==> src/logic/ufbc_params.svh <==
`ifndef UFBC_PARAMS_SVH
`define UFBC_PARAMS_SVH

// register byte offsets on the bus
`define UFBC_OFF_FRAME   8'h00
`define UFBC_OFF_CTRLB   8'h04
`define UFBC_OFF_FLOW    8'h08
`define UFBC_OFF_DIVH    8'h0c
`define UFBC_OFF_DIVL    8'h10
`define UFBC_OFF_SPEED   8'h14
`define UFBC_OFF_STAT    8'h18

// reset values
`define UFBC_RST_FRAME   8'h06
`define UFBC_RST_CTRLB   8'h00
`define UFBC_RST_FLOW    2'h0
`define UFBC_RST_DIVH    4'h0
`define UFBC_RST_DIVL    8'h00

// field positions
`define UFBC_FF_POL      0
`define UFBC_FF_SZ_HI    2
`define UFBC_FF_SZ_LO    1
`define UFBC_FF_STOP     3
`define UFBC_FF_PAR_HI   5
`define UFBC_FF_PAR_LO   4
`define UFBC_FF_MODE_HI  7
`define UFBC_FF_MODE_LO  6
`define UFBC_CB_SZTOP    2
`define UFBC_CB_RX9      1
`define UFBC_CB_TX9      0
`define UFBC_FC_CTS      1
`define UFBC_FC_RTS      0
`define UFBC_SP_DS       0
`define UFBC_CB_WMASK    8'hfd

// oversampling terminal counts (ratio minus one)
`define UFBC_OVS_NORM    4'hf
`define UFBC_OVS_DBL     4'h7
`define UFBC_OVS_SYNC    4'h1

// bus responses
`define UFBC_RESP_OK     2'h0
`define UFBC_RESP_ERR    2'h2

`endif

==> src/logic/ufbc_pkg.sv <==
`include "ufbc_params.svh"

package ufbc_pkg;

	typedef enum logic [1:0] {
		UFBC_ASYNC = 2'h0,
		UFBC_SYNC  = 2'h1,
		UFBC_RSVD  = 2'h2,
		UFBC_SPI   = 2'h3
	} ufbc_mode_t;

	typedef struct packed {
		logic [31:0] awaddr;
		logic        awvalid;
		logic [31:0] wdata;
		logic [3:0]  wstrb;
		logic        wvalid;
		logic        bready;
		logic [31:0] araddr;
		logic        arvalid;
		logic        rready;
	} ufbc_axil_req_t;

	typedef struct packed {
		logic        awready;
		logic        wready;
		logic [1:0]  bresp;
		logic        bvalid;
		logic        arready;
		logic [31:0] rdata;
		logic [1:0]  rresp;
		logic        rvalid;
	} ufbc_axil_rsp_t;

	typedef struct packed {
		ufbc_mode_t  mode;
		logic [3:0]  data_bits;
		logic        size_rsvd;
		logic [1:0]  parity;
		logic        two_stop;
		logic        tx_ninth_bit;
		logic        double_speed_sel;
	} ufbc_frame_cfg_t;

	typedef struct packed {
		logic [11:0] cnt;
		logic [3:0]  phase;
		logic        tick;
	} ufbc_baud_state_t;

	function automatic logic [3:0] ufbc_char_bits(input logic [2:0] code);
		unique case (code)
			3'h0:    ufbc_char_bits = 4'h5;
			3'h1:    ufbc_char_bits = 4'h6;
			3'h2:    ufbc_char_bits = 4'h7;
			3'h3:    ufbc_char_bits = 4'h8;
			3'h7:    ufbc_char_bits = 4'h9;
			default: ufbc_char_bits = 4'h0;
		endcase
	endfunction : ufbc_char_bits

	function automatic logic ufbc_mapped(input logic [31:0] a);
		ufbc_mapped = (a[31:8] == 24'h0) && (a[1:0] == 2'h0) && (a[7:0] <= `UFBC_OFF_STAT);
	endfunction : ufbc_mapped

endpackage : ufbc_pkg

==> src/logic/ufbc_config.sv <==
`timescale 1ns/100ps
`include "ufbc_params.svh"

module ufbc_config (
	// clock and reset
	input  wire logic                     ref_clk,
	input  wire logic                     rstn,
	// register bus
	input  wire ufbc_pkg::ufbc_axil_req_t bus_req,
	output ufbc_pkg::ufbc_axil_rsp_t      bus_rsp,
	// serial peer pins
	input  wire logic                     cts_n_pin,
	input  wire logic                     sync_clock_pin,
	output logic                          rts_n_pin,
	output logic                          rts_n_oe,
	// shift engines
	input  wire logic                     rx_buf_full,
	output ufbc_pkg::ufbc_frame_cfg_t     frame_cfg,
	output logic                          tx_start_allowed,
	output logic                          tx_change_pulse,
	output logic                          rx_sample_pulse,
	output logic                          baud_tick
);
	import ufbc_pkg::*;

	typedef struct packed {
		ufbc_axil_rsp_t  rsp;
		logic [7:0]      raddr;
		logic [7:0]      frame;
		logic [7:0]      ctrlb;
		logic [1:0]      flow;
		logic [3:0]      divh;
		logic [7:0]      divl;
		logic            ds;
		logic            reload;
		logic            cts_s1;
		logic            cts_s2;
		logic            sck_s1;
		logic            sck_s2;
		logic            sck_s3;
		ufbc_frame_cfg_t cfg;
		logic            tx_allowed;
		logic            tx_chg;
		logic            rx_smp;
		logic            rts_n;
		logic            rts_oe;
	} ufbc_state_t;

	ufbc_state_t st_q;
	ufbc_state_t st_d;
	logic        wr_go;
	logic        rd_go;
	logic [7:0]  rd_byte;
	ufbc_mode_t  mode;
	logic        sck_rise;
	logic        sck_fall;

	always_comb
	begin
		st_d = st_q;
		rd_byte = 8'h00;
		st_d.reload = 1'b0;
		st_d.tx_chg = 1'b0;
		st_d.rx_smp = 1'b0;
		st_d.rsp.awready = 1'b0;
		st_d.rsp.wready = 1'b0;
		st_d.rsp.arready = 1'b0;
		// cts crosses in through two flops, the sync clock through three
		st_d.cts_s1 = cts_n_pin;
		st_d.cts_s2 = st_q.cts_s1;
		st_d.sck_s1 = sync_clock_pin;
		st_d.sck_s2 = st_q.sck_s1;
		st_d.sck_s3 = st_q.sck_s2;

		// write: address and data are accepted together
		wr_go = st_q.rsp.awready && bus_req.awvalid && bus_req.wvalid;
		if (bus_req.bready && st_q.rsp.bvalid)
			st_d.rsp.bvalid = 1'b0;
		if (wr_go)
		begin
			st_d.rsp.bvalid = 1'b1;
			st_d.rsp.bresp = ufbc_mapped(bus_req.awaddr) ? `UFBC_RESP_OK : `UFBC_RESP_ERR;
			if (ufbc_mapped(bus_req.awaddr) && bus_req.wstrb[0])
			begin
				unique case (bus_req.awaddr[7:0])
					`UFBC_OFF_FRAME: st_d.frame = bus_req.wdata[7:0];
					`UFBC_OFF_CTRLB: st_d.ctrlb = bus_req.wdata[7:0] & `UFBC_CB_WMASK;
					`UFBC_OFF_FLOW:  st_d.flow = bus_req.wdata[1:0];
					`UFBC_OFF_DIVH:  st_d.divh = bus_req.wdata[3:0];
					`UFBC_OFF_DIVL:
					begin
						st_d.divl = bus_req.wdata[7:0];
						st_d.reload = 1'b1;
					end
					`UFBC_OFF_SPEED: st_d.ds = bus_req.wdata[`UFBC_SP_DS];
					default:         st_d.ds = st_q.ds;
				endcase
			end
		end
		else if (bus_req.awvalid && bus_req.wvalid && !st_q.rsp.bvalid && !st_q.rsp.awready)
		begin
			st_d.rsp.awready = 1'b1;
			st_d.rsp.wready = 1'b1;
		end

		// read: unmapped words answer zero with an error
		rd_go = st_q.rsp.arready && bus_req.arvalid;
		if (bus_req.rready && st_q.rsp.rvalid)
			st_d.rsp.rvalid = 1'b0;
		case (bus_req.araddr[7:0])
			`UFBC_OFF_FRAME: rd_byte = st_q.frame;
			`UFBC_OFF_CTRLB: rd_byte = st_q.ctrlb;
			`UFBC_OFF_FLOW:  rd_byte = {6'h00, st_q.flow};
			`UFBC_OFF_DIVH:  rd_byte = {4'h0, st_q.divh};
			`UFBC_OFF_DIVL:  rd_byte = st_q.divl;
			`UFBC_OFF_SPEED: rd_byte = {7'h00, st_q.ds};
			`UFBC_OFF_STAT:  rd_byte = {st_q.tx_allowed, st_q.rts_n, st_q.cts_s2,
				st_q.cfg.size_rsvd, st_q.cfg.data_bits};
			default:         rd_byte = 8'h00;
		endcase
		if (rd_go)
		begin
			st_d.rsp.rvalid = 1'b1;
			st_d.raddr = bus_req.araddr[7:0];
			st_d.rsp.rresp = ufbc_mapped(bus_req.araddr) ? `UFBC_RESP_OK : `UFBC_RESP_ERR;
			st_d.rsp.rdata = ufbc_mapped(bus_req.araddr) ? {24'h0, rd_byte} : 32'h0;
		end
		else if (bus_req.arvalid && !st_q.rsp.rvalid && !st_q.rsp.arready)
			st_d.rsp.arready = 1'b1;

		// frame settings handed to the shift engines
		mode = ufbc_mode_t'(st_q.frame[`UFBC_FF_MODE_HI:`UFBC_FF_MODE_LO]);
		st_d.cfg.mode = mode;
		st_d.cfg.data_bits = ufbc_char_bits({st_q.ctrlb[`UFBC_CB_SZTOP],
			st_q.frame[`UFBC_FF_SZ_HI:`UFBC_FF_SZ_LO]});
		st_d.cfg.size_rsvd = (st_d.cfg.data_bits == 4'h0);
		st_d.cfg.parity = st_q.frame[`UFBC_FF_PAR_HI:`UFBC_FF_PAR_LO];
		st_d.cfg.two_stop = st_q.frame[`UFBC_FF_STOP];
		st_d.cfg.tx_ninth_bit = st_q.ctrlb[`UFBC_CB_TX9];
		st_d.cfg.double_speed_sel = st_q.ds && (mode == UFBC_ASYNC);

		// handshake lines
		st_d.tx_allowed = !st_q.flow[`UFBC_FC_CTS] || !st_q.cts_s2;
		st_d.rts_oe = st_q.flow[`UFBC_FC_RTS];
		st_d.rts_n = st_q.flow[`UFBC_FC_RTS] ? rx_buf_full : 1'b1;

		// polarity is ignored outside sync mode, so a stale bit is harmless
		sck_rise = st_q.sck_s2 && !st_q.sck_s3;
		sck_fall = !st_q.sck_s2 && st_q.sck_s3;
		if (mode == UFBC_SYNC)
		begin
			st_d.tx_chg = st_q.frame[`UFBC_FF_POL] ? sck_fall : sck_rise;
			st_d.rx_smp = st_q.frame[`UFBC_FF_POL] ? sck_rise : sck_fall;
		end
	end

	always_ff @(posedge ref_clk or negedge rstn)
	begin
		if (!rstn)
		begin
			st_q <= '0;
			st_q.frame <= `UFBC_RST_FRAME;
			st_q.cfg.data_bits <= 4'h8;
			st_q.tx_allowed <= 1'b1;
			st_q.rts_n <= 1'b1;
		end
		else
			st_q <= st_d;
	end

	// sync mode keeps the prescaler; frames in flight see a reload as a glitch
	ufbc_baud_gen u_baud (
		.ref_clk          (ref_clk),
		.rstn             (rstn),
		.baud_divisor     ({st_q.divh, st_q.divl}),
		.reload           (st_q.reload),
		.mode             (st_q.cfg.mode),
		.double_speed_sel (st_q.cfg.double_speed_sel),
		.baud_tick        (baud_tick)
	);

	assign bus_rsp = st_q.rsp;
	assign frame_cfg = st_q.cfg;
	assign tx_start_allowed = st_q.tx_allowed;
	assign tx_change_pulse = st_q.tx_chg;
	assign rx_sample_pulse = st_q.rx_smp;
	assign rts_n_pin = st_q.rts_n;
	assign rts_n_oe = st_q.rts_oe;
endmodule : ufbc_config

==> src/logic/ufbc_baud_gen.sv <==
`timescale 1ns/100ps
`include "ufbc_params.svh"

module ufbc_baud_gen (
	// clock and reset
	input  wire logic               ref_clk,
	input  wire logic               rstn,
	// configuration
	input  wire logic [11:0]        baud_divisor,
	input  wire logic               reload,
	input  wire ufbc_pkg::ufbc_mode_t mode,
	input  wire logic               double_speed_sel,
	// bit-rate tick
	output logic                    baud_tick
);
	import ufbc_pkg::*;

	ufbc_baud_state_t st_q;
	ufbc_baud_state_t st_d;
	logic [3:0]       lim;

	always_comb
	begin
		st_d = st_q;
		st_d.tick = 1'b0;
		if (mode == UFBC_ASYNC)
			lim = double_speed_sel ? `UFBC_OVS_DBL : `UFBC_OVS_NORM;
		else
			lim = `UFBC_OVS_SYNC;
		if (reload)
		begin
			st_d.cnt = baud_divisor;
			st_d.phase = 4'h0;
		end
		else if (st_q.cnt == 12'h000)
		begin
			st_d.cnt = baud_divisor;
			if (st_q.phase >= lim)
			begin
				st_d.phase = 4'h0;
				st_d.tick = 1'b1;
			end
			else
				st_d.phase = st_q.phase + 4'h1;
		end
		else
			st_d.cnt = st_q.cnt - 12'h001;
	end

	always_ff @(posedge ref_clk or negedge rstn)
	begin
		if (!rstn)
			st_q <= '0;
		else
			st_q <= st_d;
	end

	assign baud_tick = st_q.tick;
endmodule : ufbc_baud_gen

==> config.mk <==
export PLATFORM = sky130hd
export DESIGN_NAME = ufbc_config
export DESIGN_NICKNAME = d
export VERILOG_FILES = /design/src/logic/ufbc_pkg.sv /design/src/logic/ufbc_config.sv /design/src/logic/ufbc_baud_gen.sv
export VERILOG_INCLUDE_DIRS = /design/src /design/src/logic
export SDC_FILE = /design/constraint.sdc
export NUM_CORES = 1
export LEC_CHECK = 0
export BUFFER_PORTS_ARGS = -buffer_cell sky130_fd_sc_hd__buf_2
export CORE_ASPECT_RATIO = 0.5
export CORE_UTILIZATION = 44
export DETAILED_ROUTE_END_ITERATION = 10
export PLACE_DENSITY_LB_ADDON = 0.12
export SLEW_MARGIN = 20
export SYNTH_ARGS = -nofsm -noshare
export SYNTH_HDL_FRONTEND = slang
export SYNTH_SLANG_ARGS = --single-unit
==> constraint.sdc <==
create_clock -name ref_clk -period 1.9 [get_ports ref_clk]
set_input_delay 0.285 -clock ref_clk [delete_from_list [all_inputs] [get_ports ref_clk]]
set_output_delay 0.285 -clock ref_clk [all_outputs]
set_load 0.01 [all_outputs]
; ---- Word level (Yosys, flattened, before mapping)
; Index checks and enable logic that the tools add are counted.
[totals]
regBits = 95
wordCells = 132
in_bits = 110
[classes]
n_lt_le_gt_ge = 3
eq_ne = 16
mux = 28
n_addsub = 2
reduce_logical = 47
[op_table]
columns = op, count
row1 = one-hot mux 8 bit (7 select lines), 1
row2 = zero test 24 bit, 2
row3 = "equality test 8 x 5 -> 1 bit, second input constant", 5
row4 = "equality test 8 x 4 -> 1 bit, second input constant", 4
row5 = one-hot mux 4 bit (5 select lines), 1
row6 = logical AND 1 bit, 18
row7 = AND reduction 3 bit, 6
row8 = "equality test 8 x 3 -> 1 bit, second input constant", 2
row9 = "<= comparator 8 x 5 -> 1 bit, second input constant", 2
row10 = zero test 8 bit, 2
row11 = two-way mux 16 bit, 1
row12 = two-way mux 1 bit, 13
row13 = zero test 12 bit, 1
row14 = two-way mux 12 bit, 1
row15 = two-way mux 4 bit, 3
row16 = "subtractor 12 x 1 -> 12 bit, second input constant", 1
row17 = two-way mux 2 bit, 5
row18 = two-way mux 9 bit, 1
row19 = zero test 1 bit, 8
row20 = zero test 2 bit, 4
row21 = two-way mux 8 bit, 1
row22 = "equality test 3 x 2 -> 1 bit, second input constant", 2
row23 = nonzero test 2 bit, 3
row24 = two-way mux 5 bit, 1
row25 = 8 further kinds, 8

; ---- Longest topological paths before layout
; Gate-level depths: netlist of run 1.
[logic_depth]
word_depth = 6
depth_mapped = 7

; ---- By module
; From an unflattened synthesis of run 1, not the netlist that was laid out.
[unflattened]
cells_unflattened = 379
area_unflattened_um2 = 4265.3
[modules_own_cells]
columns = mod, area_each_um2, seq_area_each_um2, n_inst, cells_per_inst
row1 = ufbc_config, 3266.9, 1682.9, 1, 272
row2 = ufbc_baud_gen, 998.5, 425.4, 1, 107

; ---- Worst setup path before layout of run 1
; Ideal clock, no wire load.
[synth_timing]
path_type = input to register
start = in bus_req[99] (netlist name)
end = reg st_q[24] (netlist name)
path_slack_ps = -72
arrival_ps = 1848
t_required_ps = 1775
setup_time_ps = 125
cell_stages = 4
cell_sequence = nor4_1 nand4_1 nor4_4 mux2_2
[synth_via]
elab_chain_len = 5
[synth_lines]
columns = element, line_no
row1 = "start, declared", ufbc_config.sv:9  ; input wire ufbc_pkg::ufbc_axil_req_t bus_req,
row2 = zero test 24 bit, ufbc_pkg.sv:63  ; ufbc_mapped = (a[31:8] == 24'h0) && (a[1:0] == 2'h0) && (a[7:0] <= `UFBC_OFF_STAT);
row3 = logical AND 1 bit (2 in a row), ufbc_pkg.sv:63
row4 = logical AND 1 bit, ufbc_config.sv:83  ; if (ufbc_mapped(bus_req.awaddr) && bus_req.wstrb[0])
row5 = AND reduction 3 bit (no source line), n/a
row6 = "end signal, assigned", ufbc_config.sv:168  ; st_q <= st_d;
row7 = "end, declared", ufbc_config.sv:49  ; ufbc_state_t st_q;
; No other way between the ends.
; A chain may end at the register's enable or synchronous reset.

; ---- Final worst setup path of run 1
[layout_timing]
start = reg st_q (netlist bit frame_cfg[11])
end = reg u_baud.st_q[3] (netlist name)
[layout_via]
elab_chain_len = 6
[layout_lines]
columns = element, line_no
row1 = zero test 2 bit, ufbc_baud_gen.sv:26  ; if (mode == UFBC_ASYNC)
row2 = two-way mux 4 bit, ufbc_baud_gen.sv:26
row3 = greater-or-equal comparator 4 bit, ufbc_baud_gen.sv:38  ; if (st_q.phase >= lim)
row4 = two-way mux 4 bit, ufbc_baud_gen.sv:38
row5 = two-way mux 5 bit, ufbc_baud_gen.sv:35  ; else if (st_q.cnt == 12'h000)
row6 = two-way mux 16 bit, ufbc_baud_gen.sv:30  ; if (reload)
row7 = "end signal, assigned", ufbc_baud_gen.sv:55  ; st_q <= st_d;
row8 = "end, declared", ufbc_baud_gen.sv:18  ; ufbc_baud_state_t st_q;
; No other way between the ends. The select of a mux whose other input is x is not followed.

==> results by group, run 1 <==
Die
  • Core area: between 8000 and 9000 um^2
  • Initial Util: 0.468
  • Total I/O pin count: approximately 170
  • Chip width: 140 um
  • Die area: 9970 um^2
  • Cell row count: 24
  • Height of the die: 71.1 um

Setup path
  • Worst EP required: between 2000 and 2500 ps
  • Crit path launch: frame_cfg[11]$_DFF_PN0_
  • Crit. End Element: flip-flop
  • Worst Path Buf+Inv: 0
  • Setup crit start kind: flip-flop
  • Critical Path Slowest Stage Cell: dfrtp_1
  • Setup CP Type: flip-flop to flip-flop
  • WP data arrival: ~2100 ps
  • FF-to-FF Start: frame_cfg[11]$_DFF_PN0_
  • CP Cell Sequence: or3_1 > ha_1 > a21oi_1 > o21ai_2 > a2111oi_0 > a21o_1
  • Worst stage delay on the critical path: around 380 ps
  • CP max FO: 4
  • Worst R2R Setup Slack: 90 ps
  • Top cell family by delay on the critical path: compound AO/OA/AOI/OAI gates
  • R2r endpoint: u_baud.st_q[3]$_DFFE_PN0P_
  • R2R cell count: 6

Pwr
  • P_sw: 0.901 mW
  • Pwr Density: between 700 and 800 nW/um^2
  • Leakage: 2.65 nW
  • Clk pwr share: 0.435
  • Switching part of the total: 0.242
  • Int Pwr: 2.82 mW
  • Worst vdd ir: about 0.46 mV
  • Part of the power in combinational logic: 0.075
  • Power Total: 3.72 mW
  • Reg power frac: 0.490

Timing
  • Setup TNS: 0 ps
  • Tmin final: 1810 ps
  • Final Cycle Share: 0.954
  • Fin Clk Skew: roughly 7 ps
  • Endpoints failing setup: 0
  • Max frequency: between 500 and 600 MHz
  • Worst hold slack: 46.5 ps
  • Hold Vio Cnt, Final: 0
  • Max Slew Vio Count: 0

Hold path
  • Hold path startpoint: cts_n_pin
  • Cells on Worst Hold Path: 1
  • WHS Endpoint: st_d[20]$_DFF_PN0_
  • HP Class: input port to flip-flop

Yosys
  • Synth area leader: dfrtp_1
  • FF+latch count, synth: 84
  • Multiplexer share of the synthesized area: 0.104
  • Cells after Synth: about 380
  • Number of synthesized flops with an enable pin: 0
  • Async SR Flop Fraction: 1.00
  • Syn avg cell area: roughly 11 um^2
  • Synth warn: 0
  • Top_reg_cell synth: dfrtp_1
  • Largest family of logic cells by synthesized area: simple AND/OR/NAND/NOR gates
  • Adder-cell area share of the yosys netlist: 0.0179
  • Top area cells in the synthesized netlist: dfrtp_1 47%, buf_4 9.5%, mux2_2 9.4%
  • Compound-Gate Fraction of Synth Area: 0.0926
  • Seq/Total Area, Yosys: 0.502
  • Synth Area in XOR/XNOR: 0.0208
  • Unique cell type count in the Yosys netlist: between 40 and 50
  • Mapped cell area: between 4000 and 5000 um^2
  • Simple-gate share of the synthesized area: 0.152
  • Synth top area share: 0.470

Clock tree
  • Worst-path clk slew: around 60 ps
  • Max H-tree Level: 3
  • CTS sink count: 84
  • Clock buffer depth: 2
  • CTS root buffer: clkbuf_16
  • CTS tree: done
  • Cts bufs inserted: 9
  • Worst skew pair latency: around 340 ps

Cells and area
  • Final #Nets: roughly 600
  • Commonest non-fill, non-tap cell in the layout: buf_2
  • Number of antenna diodes: 0
  • Synth-to-Final Area Change: 21.1%
  • Most frequent cells in the layout: 114 x buf_2, 79 x dfrtp_1, 35 x mux2_2
  • Layout Cell Area excl Fill: a little over 5000 um^2
  • Share of cells above drive strength 1: 0.426
  • Final Util: 0.567
  • Fill count: about 800

Place
  • Routability Congestion: a little under 0.8
  • Placed inst area: roughly 4800 um^2
  • Dpl hpwl: between 6 and 7 mm
  • PortBufs: roughly 120

Global routing
  • Largest net degree at the start of global routing: 40
  • GRT Overall Usage: 0.195
  • Overflow after GRT: 0
  • Initial antenna violation count: 0
  • First-pass GRT wire length: approximately 15 mm
  • Vias in the first global route: around 2900

Drt
  • Wire per inst: ~15 um
  • Via density: 5.08
  • Remaining DRCs: 0
  • Post-DRT Antenna Nets: 0
  • Final Routed Wirelength: around 9 mm
  • DR vias: slightly above 3000
  • DRT Pass-1 Iters: 4
  • Iter 0 DRT Violations: 118

Flow run
  • Max-Cap Viols: 0

Outcome
  • Status: completed
stage by stage:
step	worst slack, ps	std cells
final	87.0	608
after global routing	-6.43	608
after CTS	72.1	608
after detailed placement	-39.7	591
after global placement	-31.7	591
after floorplan	-15.4	401
power by group through the flow:
| stage | Combinational [mW] | Sequential (mW) | Clock [mW] |
|---|---|---|---|
| after floorplan | 0.165 | 1.85 | 0 |
| after global placement | 0.280 | 1.85 | 0 |
| after detailed placement | 0.283 | 1.85 | 0 |
| after CTS | 0.284 | 1.82 | 1.66 |
| after global routing | 0.315 | 1.82 | 1.75 |
| final | 0.280 | 1.82 | 1.62 |
logic make-up (layout without fill, tap and decap cells):
group	count (synthesis)	count (layout)
buf+inv	71	161
compound gates	58	58
mux	38	38
xor+xnor	10	10
other cells	1	26
simple gates	108	108
flops	84	84
fa+ha+maj	6	6
sequential cells by signal (all words and copies together), names as in the netlist:
signal / count
bus_rsp: 14
frame_cfg: 12
mode: 2
rts_n_oe: 1
rts_n_pin: 1
rx_sample_pulse: 1
st_d: 8
st_q: 26
tx_change_pulse: 1
tx_start_allowed: 1
u_baud.baud_tick: 1
u_baud.st_q: 16
worst max path at each step:
stage | endpoint | slack (ps) | cells past startpoint
finish | u_baud.st_q[3]$_DFFE_PN0P_ | 90 | 6
global route | u_baud.st_q[3]$_DFFE_PN0P_ | -6 | 6
CTS | u_baud.st_q[1]$_DFFE_PN0P_ | 70 | 6
detailed placement | st_d[8]$_DFFE_PN0P_ | -40 | 7
global placement | st_d[9]$_DFFE_PN0P_ | -30 | 7
floorplan | st_q[24]$_DFFE_PN0P_ | -20 | 4
synth_stat cells, types with 4 or more instances:
library cell	count
mux2_2	35
nand3b_1	4
dfstp_2	5
dfrtp_1	79
nor2_1	24
a22oi_1	9
o21ai_0	13
o22a_1	4
nand2_1	20
nor4_1	14
nor2b_1	5
inv_1	9
buf_4	53
clkbuf_1	9
nand2b_1	4
nand3_1	4
ha_1	6
nand4_1	5
a21oi_1	15
nor3_1	6
xor2_1	7
per-layer routing:
| layer | wire, um | GRT usage | vias up |
|---|---|---|---|
| li1 | - | - | 1493 |
| met1 | 4280 | 0.278 | 1482 |
| met2 | 4020 | 0.293 | 108 |
| met3 | 639 | 0.0596 | 5 |
| met4 | 61 | 0.0440 | 0 |
| met5 | 0 | 0 | - |
timing repair:
action                                 CTS  global route
setup endpoints to repair                1             4
hold buffers                             1             0
buffers inserted                         0             0
resized for setup                        1             5
endpoints found under the hold margin   29             0
final cells by class:
type,instances,area [um^2],share of cell area
inverter,9,33.8,0.00664
clock buffer,9,225,0.0442
timing repair buffer,136,763,0.150
sequential,84,2110,0.414
multi-input combinational,246,1760,0.347
clock inverter,7,50.0,0.00983
tap,117,146,0.0288
worst reg2reg max path, delay by kind of cell, from the launching register on:
kind / cells / cell delay [ps]
AO/OA/AOI/OAI: 4 / 700
flip-flops: 1 / 380
AND/OR/NAND/NOR: 1 / 370
adder cells (fa/ha/maj): 1 / 300
Note: power is estimated with default switching activity, not from simulation.
==> run 2, diff against run 1 <==
- CAP_MARGIN: unset -> 20
- SYNTH_HIERARCHICAL: unset -> 1
==> run 2 against run 1 <==
The flow now finishes with violations (setup timing). Utilization is 4.3 points higher. Area after synthesis is 1.5% higher. Sequential power hardly changed. Synthesized cell count is 0.80% higher. Fmax is 7.6% lower. Via count is 3.1% higher. Critical endpoint is now u_baud/st_q[5]$_DFF_PN0_. Largest power group is now the clock network.
==> results by group, run 2 <==
Outcome
  • Status: finished, violations left
  • Failing checks: setup timing

Flow run
  • Max-Cap Viols: 0

Die
  • Initial Util: 0.472
  • Die area: roughly 10000 um^2
  • Cell row count: 24
  • Chip width: ~140 um
  • Total I/O pin count: around 170
  • Core area: approximately 9000 um^2
  • Height of the die: around 72 um

Cells and area
  • Layout Cell Area excl Fill: roughly 5500 um^2
  • FF+latch area: 2110 um^2
  • Commonest non-fill, non-tap cell in the layout: buf_2
  • Max reg flops: 26
  • Multi-input combinational cell area: roughly 2000 um^2
  • Share of cells above drive strength 1: 0.487
  • Most frequent cells in the layout: 114 x buf_2, 79 x dfrtp_1, 28 x buf_4
  • Fill count: around 760
  • Final #Nets: 616
  • Biggest register: st_q
  • Final Util: 0.610
  • Synth-to-Final Area Change: 29.4%
  • Number of antenna diodes: 0

Hold path
  • Hold path startpoint: cts_n_pin
  • HP Class: input port to flip-flop
  • Cells on Worst Hold Path: 1
  • WHS Endpoint: st_d[20]$_DFF_PN0_

Setup path
  • Setup crit start kind: flip-flop
  • Crit. End Element: flip-flop
  • Worst EP required: between 2000 and 2500 ps
  • WP data arrival: 2190 ps
  • CP max FO: 6
  • Setup CP Type: flip-flop to flip-flop
  • FF-to-FF Start: u_baud/st_q[6]$_DFF_PN0_
  • R2R cell count: 5
  • Worst R2R Setup Slack: -60 ps
  • R2r endpoint: u_baud/st_q[5]$_DFF_PN0_

Pwr
  • Int Pwr: around 3.2 mW
  • P_sw: just under 0.9 mW
  • Part of the power in combinational logic: 0.069
  • Worst vdd ir: 0.520 mV
  • Switching part of the total: 0.215
  • Pwr Density: around 750 nW/um^2
  • Leakage: 2.75 nW
  • Power Total: between 4 and 5 mW
  • Clk pwr share: 0.490
  • Reg power frac: 0.441

Place
  • Dpl hpwl: 7.13 mm
  • Routability Congestion: 0.783
  • Placed inst area: just over 5000 um^2
  • PortBufs: 115
  • Worst slack, placed: -201 ps

Drt
  • Via density: about 5.0
  • DR vias: ~3200
  • Iter 0 DRT Violations: roughly 130
  • Post-DRT Antenna Nets: 0
  • Wire per inst: ~15 um
  • Remaining DRCs: 0
  • Final Routed Wirelength: about 9.7 mm
  • DRT Pass-1 Iters: 4

Clock tree
  • Max H-tree Level: 3
  • Clock buffer depth: 2
  • CTS root buffer: clkbuf_16
  • Cts bufs inserted: 9
  • Worst-path clk slew: ~60 ps
  • Post-CTS Setup Inserts: 0
  • Worst skew pair latency: approximately 340 ps
  • CTS tree: done
  • CTS sink count: 84

Yosys
  • Unique cell type count in the Yosys netlist: 54
  • Top area cells in the synthesized netlist: dfrtp_1 46%, buf_4 9.3%, mux2_2 9.2%
  • Mapped cell area: approximately 4300 um^2
  • Seq/Total Area, Yosys: 0.494
  • Post-synth top cells: 79 x dfrtp_1, 53 x buf_4, 35 x mux2_2
  • FF+latch count, synth: 84
  • Cells after Synth: around 380
  • Most frequent cell after synthesis: dfrtp_1
  • Synth top area share: 0.463
  • Syn avg cell area: between 10 and 15 um^2
  • Top_reg_cell synth: dfrtp_1
  • Synth warn: 6
  • Async SR Flop Fraction: 1.00
  • Number of synthesized flops with an enable pin: 0
  • Synth area leader: dfrtp_1

Timing
  • RSZ-0062 raised after global routing: yes
  • Tmin final: about 2000 ps
  • Endpoints failing setup: 13
  • Max frequency: 510 MHz
  • Max Slew Vio Count: 0
  • Fin Clk Skew: approximately 6.4 ps
  • Hold Vio Cnt, Final: 0
  • Final setup margin: -61.4 ps
  • Final Cycle Share: 1.03
  • Setup TNS: -527 ps

Global routing
  • First-pass GRT wire length: 15.3 mm
  • Met3 Track Usage GR: 0.0608
  • Grt met2 use: 0.315
  • Initial antenna violation count: 0
  • Vias in the first global route: ~3000
  • Largest net degree at the start of global routing: 33
  • Global Route met1 Usage: 0.276
  • Gr busiest metal: met2
  • Overflow after GRT: 0
  • GRT Overall Usage: 0.203
==> run 2: cell count changes in the layout (fill, tap and decap cells not counted), sizes merged, moves of 5 or more <==
| cell | delta |
|---|---|
| a22o | +6 |
| buf | +12 |
| nand2 | -9 |
| nand3 | +8 |
| xnor2 | +5 |
| xor2 | -6 |
==> run 2: cell type report <==
cell class | instances | share of cell area
sequential | 84 | 0.382
clock inverter | 6 | 0.0202
inverter | 7 | 0.00476
clock buffer | 10 | 0.0433
multi-input combinational | 250 | 0.362
timing repair buffer | 148 | 0.158
tap | 130 | 0.0295
==> run 2: power groups by stage <==
stage,clock network (mW),registers (mW),logic [mW]
global placement,0,1.85,0.282
finish,2.02,1.82,0.286
CTS,2.05,1.82,0.289
detailed placement,0,1.85,0.286
floorplan,0,1.85,0.158
global route,2.12,1.82,0.319
==> run 2: how the worst max path moves through the flow <==
stage / cells past startpoint / end / start
after CTS: 6 / u_baud/st_q[3]$_DFFE_PN0P_ / u_baud/st_q[6]$_DFF_PN0_
after global routing: 7 / u_baud/st_q[7]$_DFF_PN0_ / u_baud/st_q[6]$_DFF_PN0_
final: 5 / u_baud/st_q[5]$_DFF_PN0_ / u_baud/st_q[6]$_DFF_PN0_
after floorplan: 7 / u_baud/st_q[3]$_DFFE_PN0P_ / u_baud/st_q[6]$_DFF_PN0_
after detailed placement: 6 / u_baud/st_q[3]$_DFFE_PN0P_ / u_baud/st_q[6]$_DFF_PN0_
after global placement: 6 / u_baud/st_q[3]$_DFFE_PN0P_ / u_baud/st_q[6]$_DFF_PN0_
==> run 2: repair_timing <==
action / CTS / global route
pin swaps: 2 / 1
gates cloned: 0 / 1
hold endpoints to repair: 20 / 0
gates resized for setup: 9 / 18
hold buffers: 1 / 0
endpoints found under the setup margin: 16 / 17
==> run 2: logic make-up after synthesis <==
kind of cell	count (synthesis)	share of synthesized area
AND/OR/NAND/NOR	112	0.159
flip-flops	84	0.494
buffers and inverters	70	0.110
AO/OA/AOI/OAI	55	0.0845
multiplexers	42	0.115
XOR/XNOR	9	0.0185
adder cells (fa/ha/maj)	6	0.0176
other	1	0.000879
==> run 2: through the flow <==
step,instances,hold WS [ps]
finish,635,49.1
global route,635,39.6
CTS,634,40.2
detailed placement,617,210
global placement,617,208
floorplan,404,-10.6
==> run 2: worst max-delay path, stage by stage, from the launching register on <==
cell	delay (ps)
dfrtp_1	390
inv_2	80
ha_4	130
or4b_4	460
o41a_1	450
mux2_4	340
==> run 2: per-layer routing <==
layer / routed length, um / vias to the layer above / part of all wire
met2: 4480 / 95 / 0.46
met1: 4700 / 1544 / 0.48
met3: 428 / 9 / 0.044
met5: 0 / - / 0
met4: 104 / 0 / 0.011
li1: - / 1535 / -
==> run 3, diff against run 2 <==
- CORE_MARGIN: unset -> 5
- RECOVER_POWER: unset -> 25
- TNS_END_PERCENT: unset -> 5
==> run 3 against run 2 <==
The run still ends with setup timing left. Largest power group is now sequential cells. Final cell count is 0.94% higher. Critical path depth up 1. Largest cell class unchanged. Critical endpoint is now u_baud/st_q[3]$_DFFE_PN0P_. Cell area fell by 4.3%.
==> results by group, run 3 (synthesis gave the netlist of run 2 again) <==
Drt
  • Post-DRT Antenna Nets: 0
  • Final Routed Wirelength: between 9 and 10 mm
  • Wire per inst: roughly 15 um
  • Via density: ~4.9
  • Remaining DRCs: 0
  • DRT Pass-1 Iters: 4
  • Iter 0 DRT Violations: 121
  • DR vias: around 3200

Global routing
  • GRT Overall Usage: 0.172
  • Initial antenna violation count: 0
  • Overflow after GRT: 0
  • Largest net degree at the start of global routing: 53
  • First-pass GRT wire length: ~16 mm
  • Vias in the first global route: between 3000 and 4000

Place
  • Dpl hpwl: approximately 7.6 mm
  • PortBufs: around 120
  • Routability Congestion: between 0.7 and 0.8

Cells and area
  • Max reg flops: 26
  • Share of cells above drive strength 1: 0.457
  • Number of antenna diodes: 0
  • Fill count: approximately 850
  • Commonest non-fill, non-tap cell in the layout: buf_2
  • Final #Nets: slightly above 600
  • Most frequent cells in the layout: 114 x buf_2, 79 x dfrtp_1, 35 x mux2_2
  • FF+latch area: 2110 um^2
  • Multi-input combinational cell area: ~1800 um^2
  • Biggest register: st_q
  • Synth-to-Final Area Change: 23.8%

Setup path
  • Worst Path Buf+Inv: 1
  • CP max FO: 3
  • Crit path launch: u_baud/st_q[6]$_DFF_PN0_
  • Worst setup path end: u_baud/st_q[3]$_DFFE_PN0P_
  • Setup CP Type: flip-flop to flip-flop
  • Worst R2R Setup Slack: -40 ps
  • Top cell family by delay on the critical path: simple AND/OR/NAND/NOR gates
  • R2r endpoint: u_baud/st_q[3]$_DFFE_PN0P_
  • FF-to-FF Start: u_baud/st_q[6]$_DFF_PN0_
  • WP data arrival: roughly 2200 ps
  • Worst EP required: around 2100 ps
  • Setup crit start kind: flip-flop
  • CP Cell Sequence: inv_2 > ha_4 > or4b_4 > or4_4 > and3_4 > a31o_1
  • Crit. End Element: flip-flop
  • Worst stage delay on the critical path: 470 ps
  • Critical Path Slowest Stage Cell: or4b_4
  • Instance count on the critical path: 6
  • R2R cell count: 6

Timing
  • Endpoints failing setup: 7
  • Final Cycle Share: 1.02
  • Final setup margin: -41.3 ps
  • Hold Vio Cnt, Final: 0
  • Slew @ Worst Pin: 1140 ps
  • RSZ-0062 raised after global routing: yes
  • Max Slew Vio Count: 0
  • Fin Clk Skew: about 8.5 ps
  • Max-slew headroom: 0.240
  • Setup TNS: -92.2 ps
  • Max frequency: approximately 520 MHz
  • Worst hold slack: 51.8 ps
  • Tmin final: between 1500 and 2000 ps

Die
  • Total I/O pin count: 169
  • Core area: 9450 um^2
  • Cell row count: 25
  • Initial Util: 0.452
  • Die area: between 10000 and 15000 um^2
  • Height of the die: roughly 80 um
  • Chip width: around 150 um

Pwr
  • Pwr Density: slightly above 700 nW/um^2
  • Int Pwr: approximately 2.8 mW
  • Switching part of the total: 0.245
  • P_sw: between 0.9 and 1 mW
  • Reg power frac: 0.487
  • Worst vdd ir: between 0.5 and 0.6 mV
  • Clk pwr share: 0.443
  • Leakage: around 2.7 nW
  • Part of the power in combinational logic: 0.071

Clock tree
  • Cts bufs inserted: 9
  • CTS root buffer: clkbuf_16
  • CTS sink count: 84
  • Worst skew pair latency: around 340 ps
  • Max H-tree Level: 3
  • Worst-path clk slew: roughly 70 ps
  • Post-CTS Setup Inserts: 0
  • CTS tree: done
  • Clock buffer depth: 2

Flow run
  • Max-Cap Viols: 0

Outcome
  • Status: finished, violations left
  • Failing checks: setup timing

Hold path
  • HP Class: input port to flip-flop
run 3: cell types whose count changed in the layout (fill, tap and decap cells not counted), sizes merged:
cell      delta
inv          +4
clkinv       -1
bufinv       -3
buf          -1
clkbuf       +1
clkinvlp     +1
run 3: timing repair:
item | in CTS | in global routing
hold endpoints to repair | 15 | 0
hold buffers | 1 | 0
setup endpoints to repair | 16 | 17
pin swaps | 2 | 0
resized for setup | 7 | 7
run 3: worst min-delay path by stage:
stage                               from                       to  slack (ps)  depth (start not counted)
after floorplan                     rstn   bus_rsp[0]$_DFFE_PN0P_         -10                          0
after global placement              rstn  bus_rsp[38]$_DFFE_PN0P_         190                          1
after detailed placement            rstn       st_d[18]$_DFF_PN0_         190                          1
after CTS                 sync_clock_pin       st_d[18]$_DFF_PN0_          40                          1
after global routing           cts_n_pin       st_d[20]$_DFF_PN0_          40                          1
final                          cts_n_pin       st_d[20]$_DFF_PN0_          50                          1
run 3: layer usage:
layer | vias up | track usage | wire length [um] | share of wire
li1 | 1536 | - | - | -
met1 | 1526 | 0.234 | 4470 | 0.45
met2 | 96 | 0.270 | 4610 | 0.47
met3 | 7 | 0.0505 | 662 | 0.067
met4 | 0 | 0.0438 | 95 | 0.0097
met5 | - | 0 | 0 | 0
run 3: power by group through the flow:
stage	clock network, mW	registers, mW	logic, mW
5_1_grt	1.78	1.82	0.298
2_1_floorplan	0	1.85	0.153
4_1_cts	1.71	1.82	0.269
3_5_place_dp	0	1.85	0.267
3_3_place_gp	0	1.85	0.265
6_report	1.66	1.82	0.264
run 3: through the flow:
step	cell area [um^2]	setup WS (ps)	util	cells	total power, mW
finish	5280	-41.3	0.559	641	3.74
global route	5280	-117	0.559	641	3.90
CTS	5260	-47.2	0.557	641	3.80
detailed placement	4940	-211	0.523	624	2.12
global placement	4940	-190	0.523	624	2.12
floorplan	4380	-222	-	404	2.00
run 3: layout make-up:
class / count / area share
Multi-Input combinational cell: 250 / 0.347
Timing Repair Buffer: 149 / 0.163
Inverter: 7 / 0.00498
Tap cell: 135 / 0.0320
Clock inverter: 7 / 0.0111
Clock buffer: 9 / 0.0427
Sequential cell: 84 / 0.399
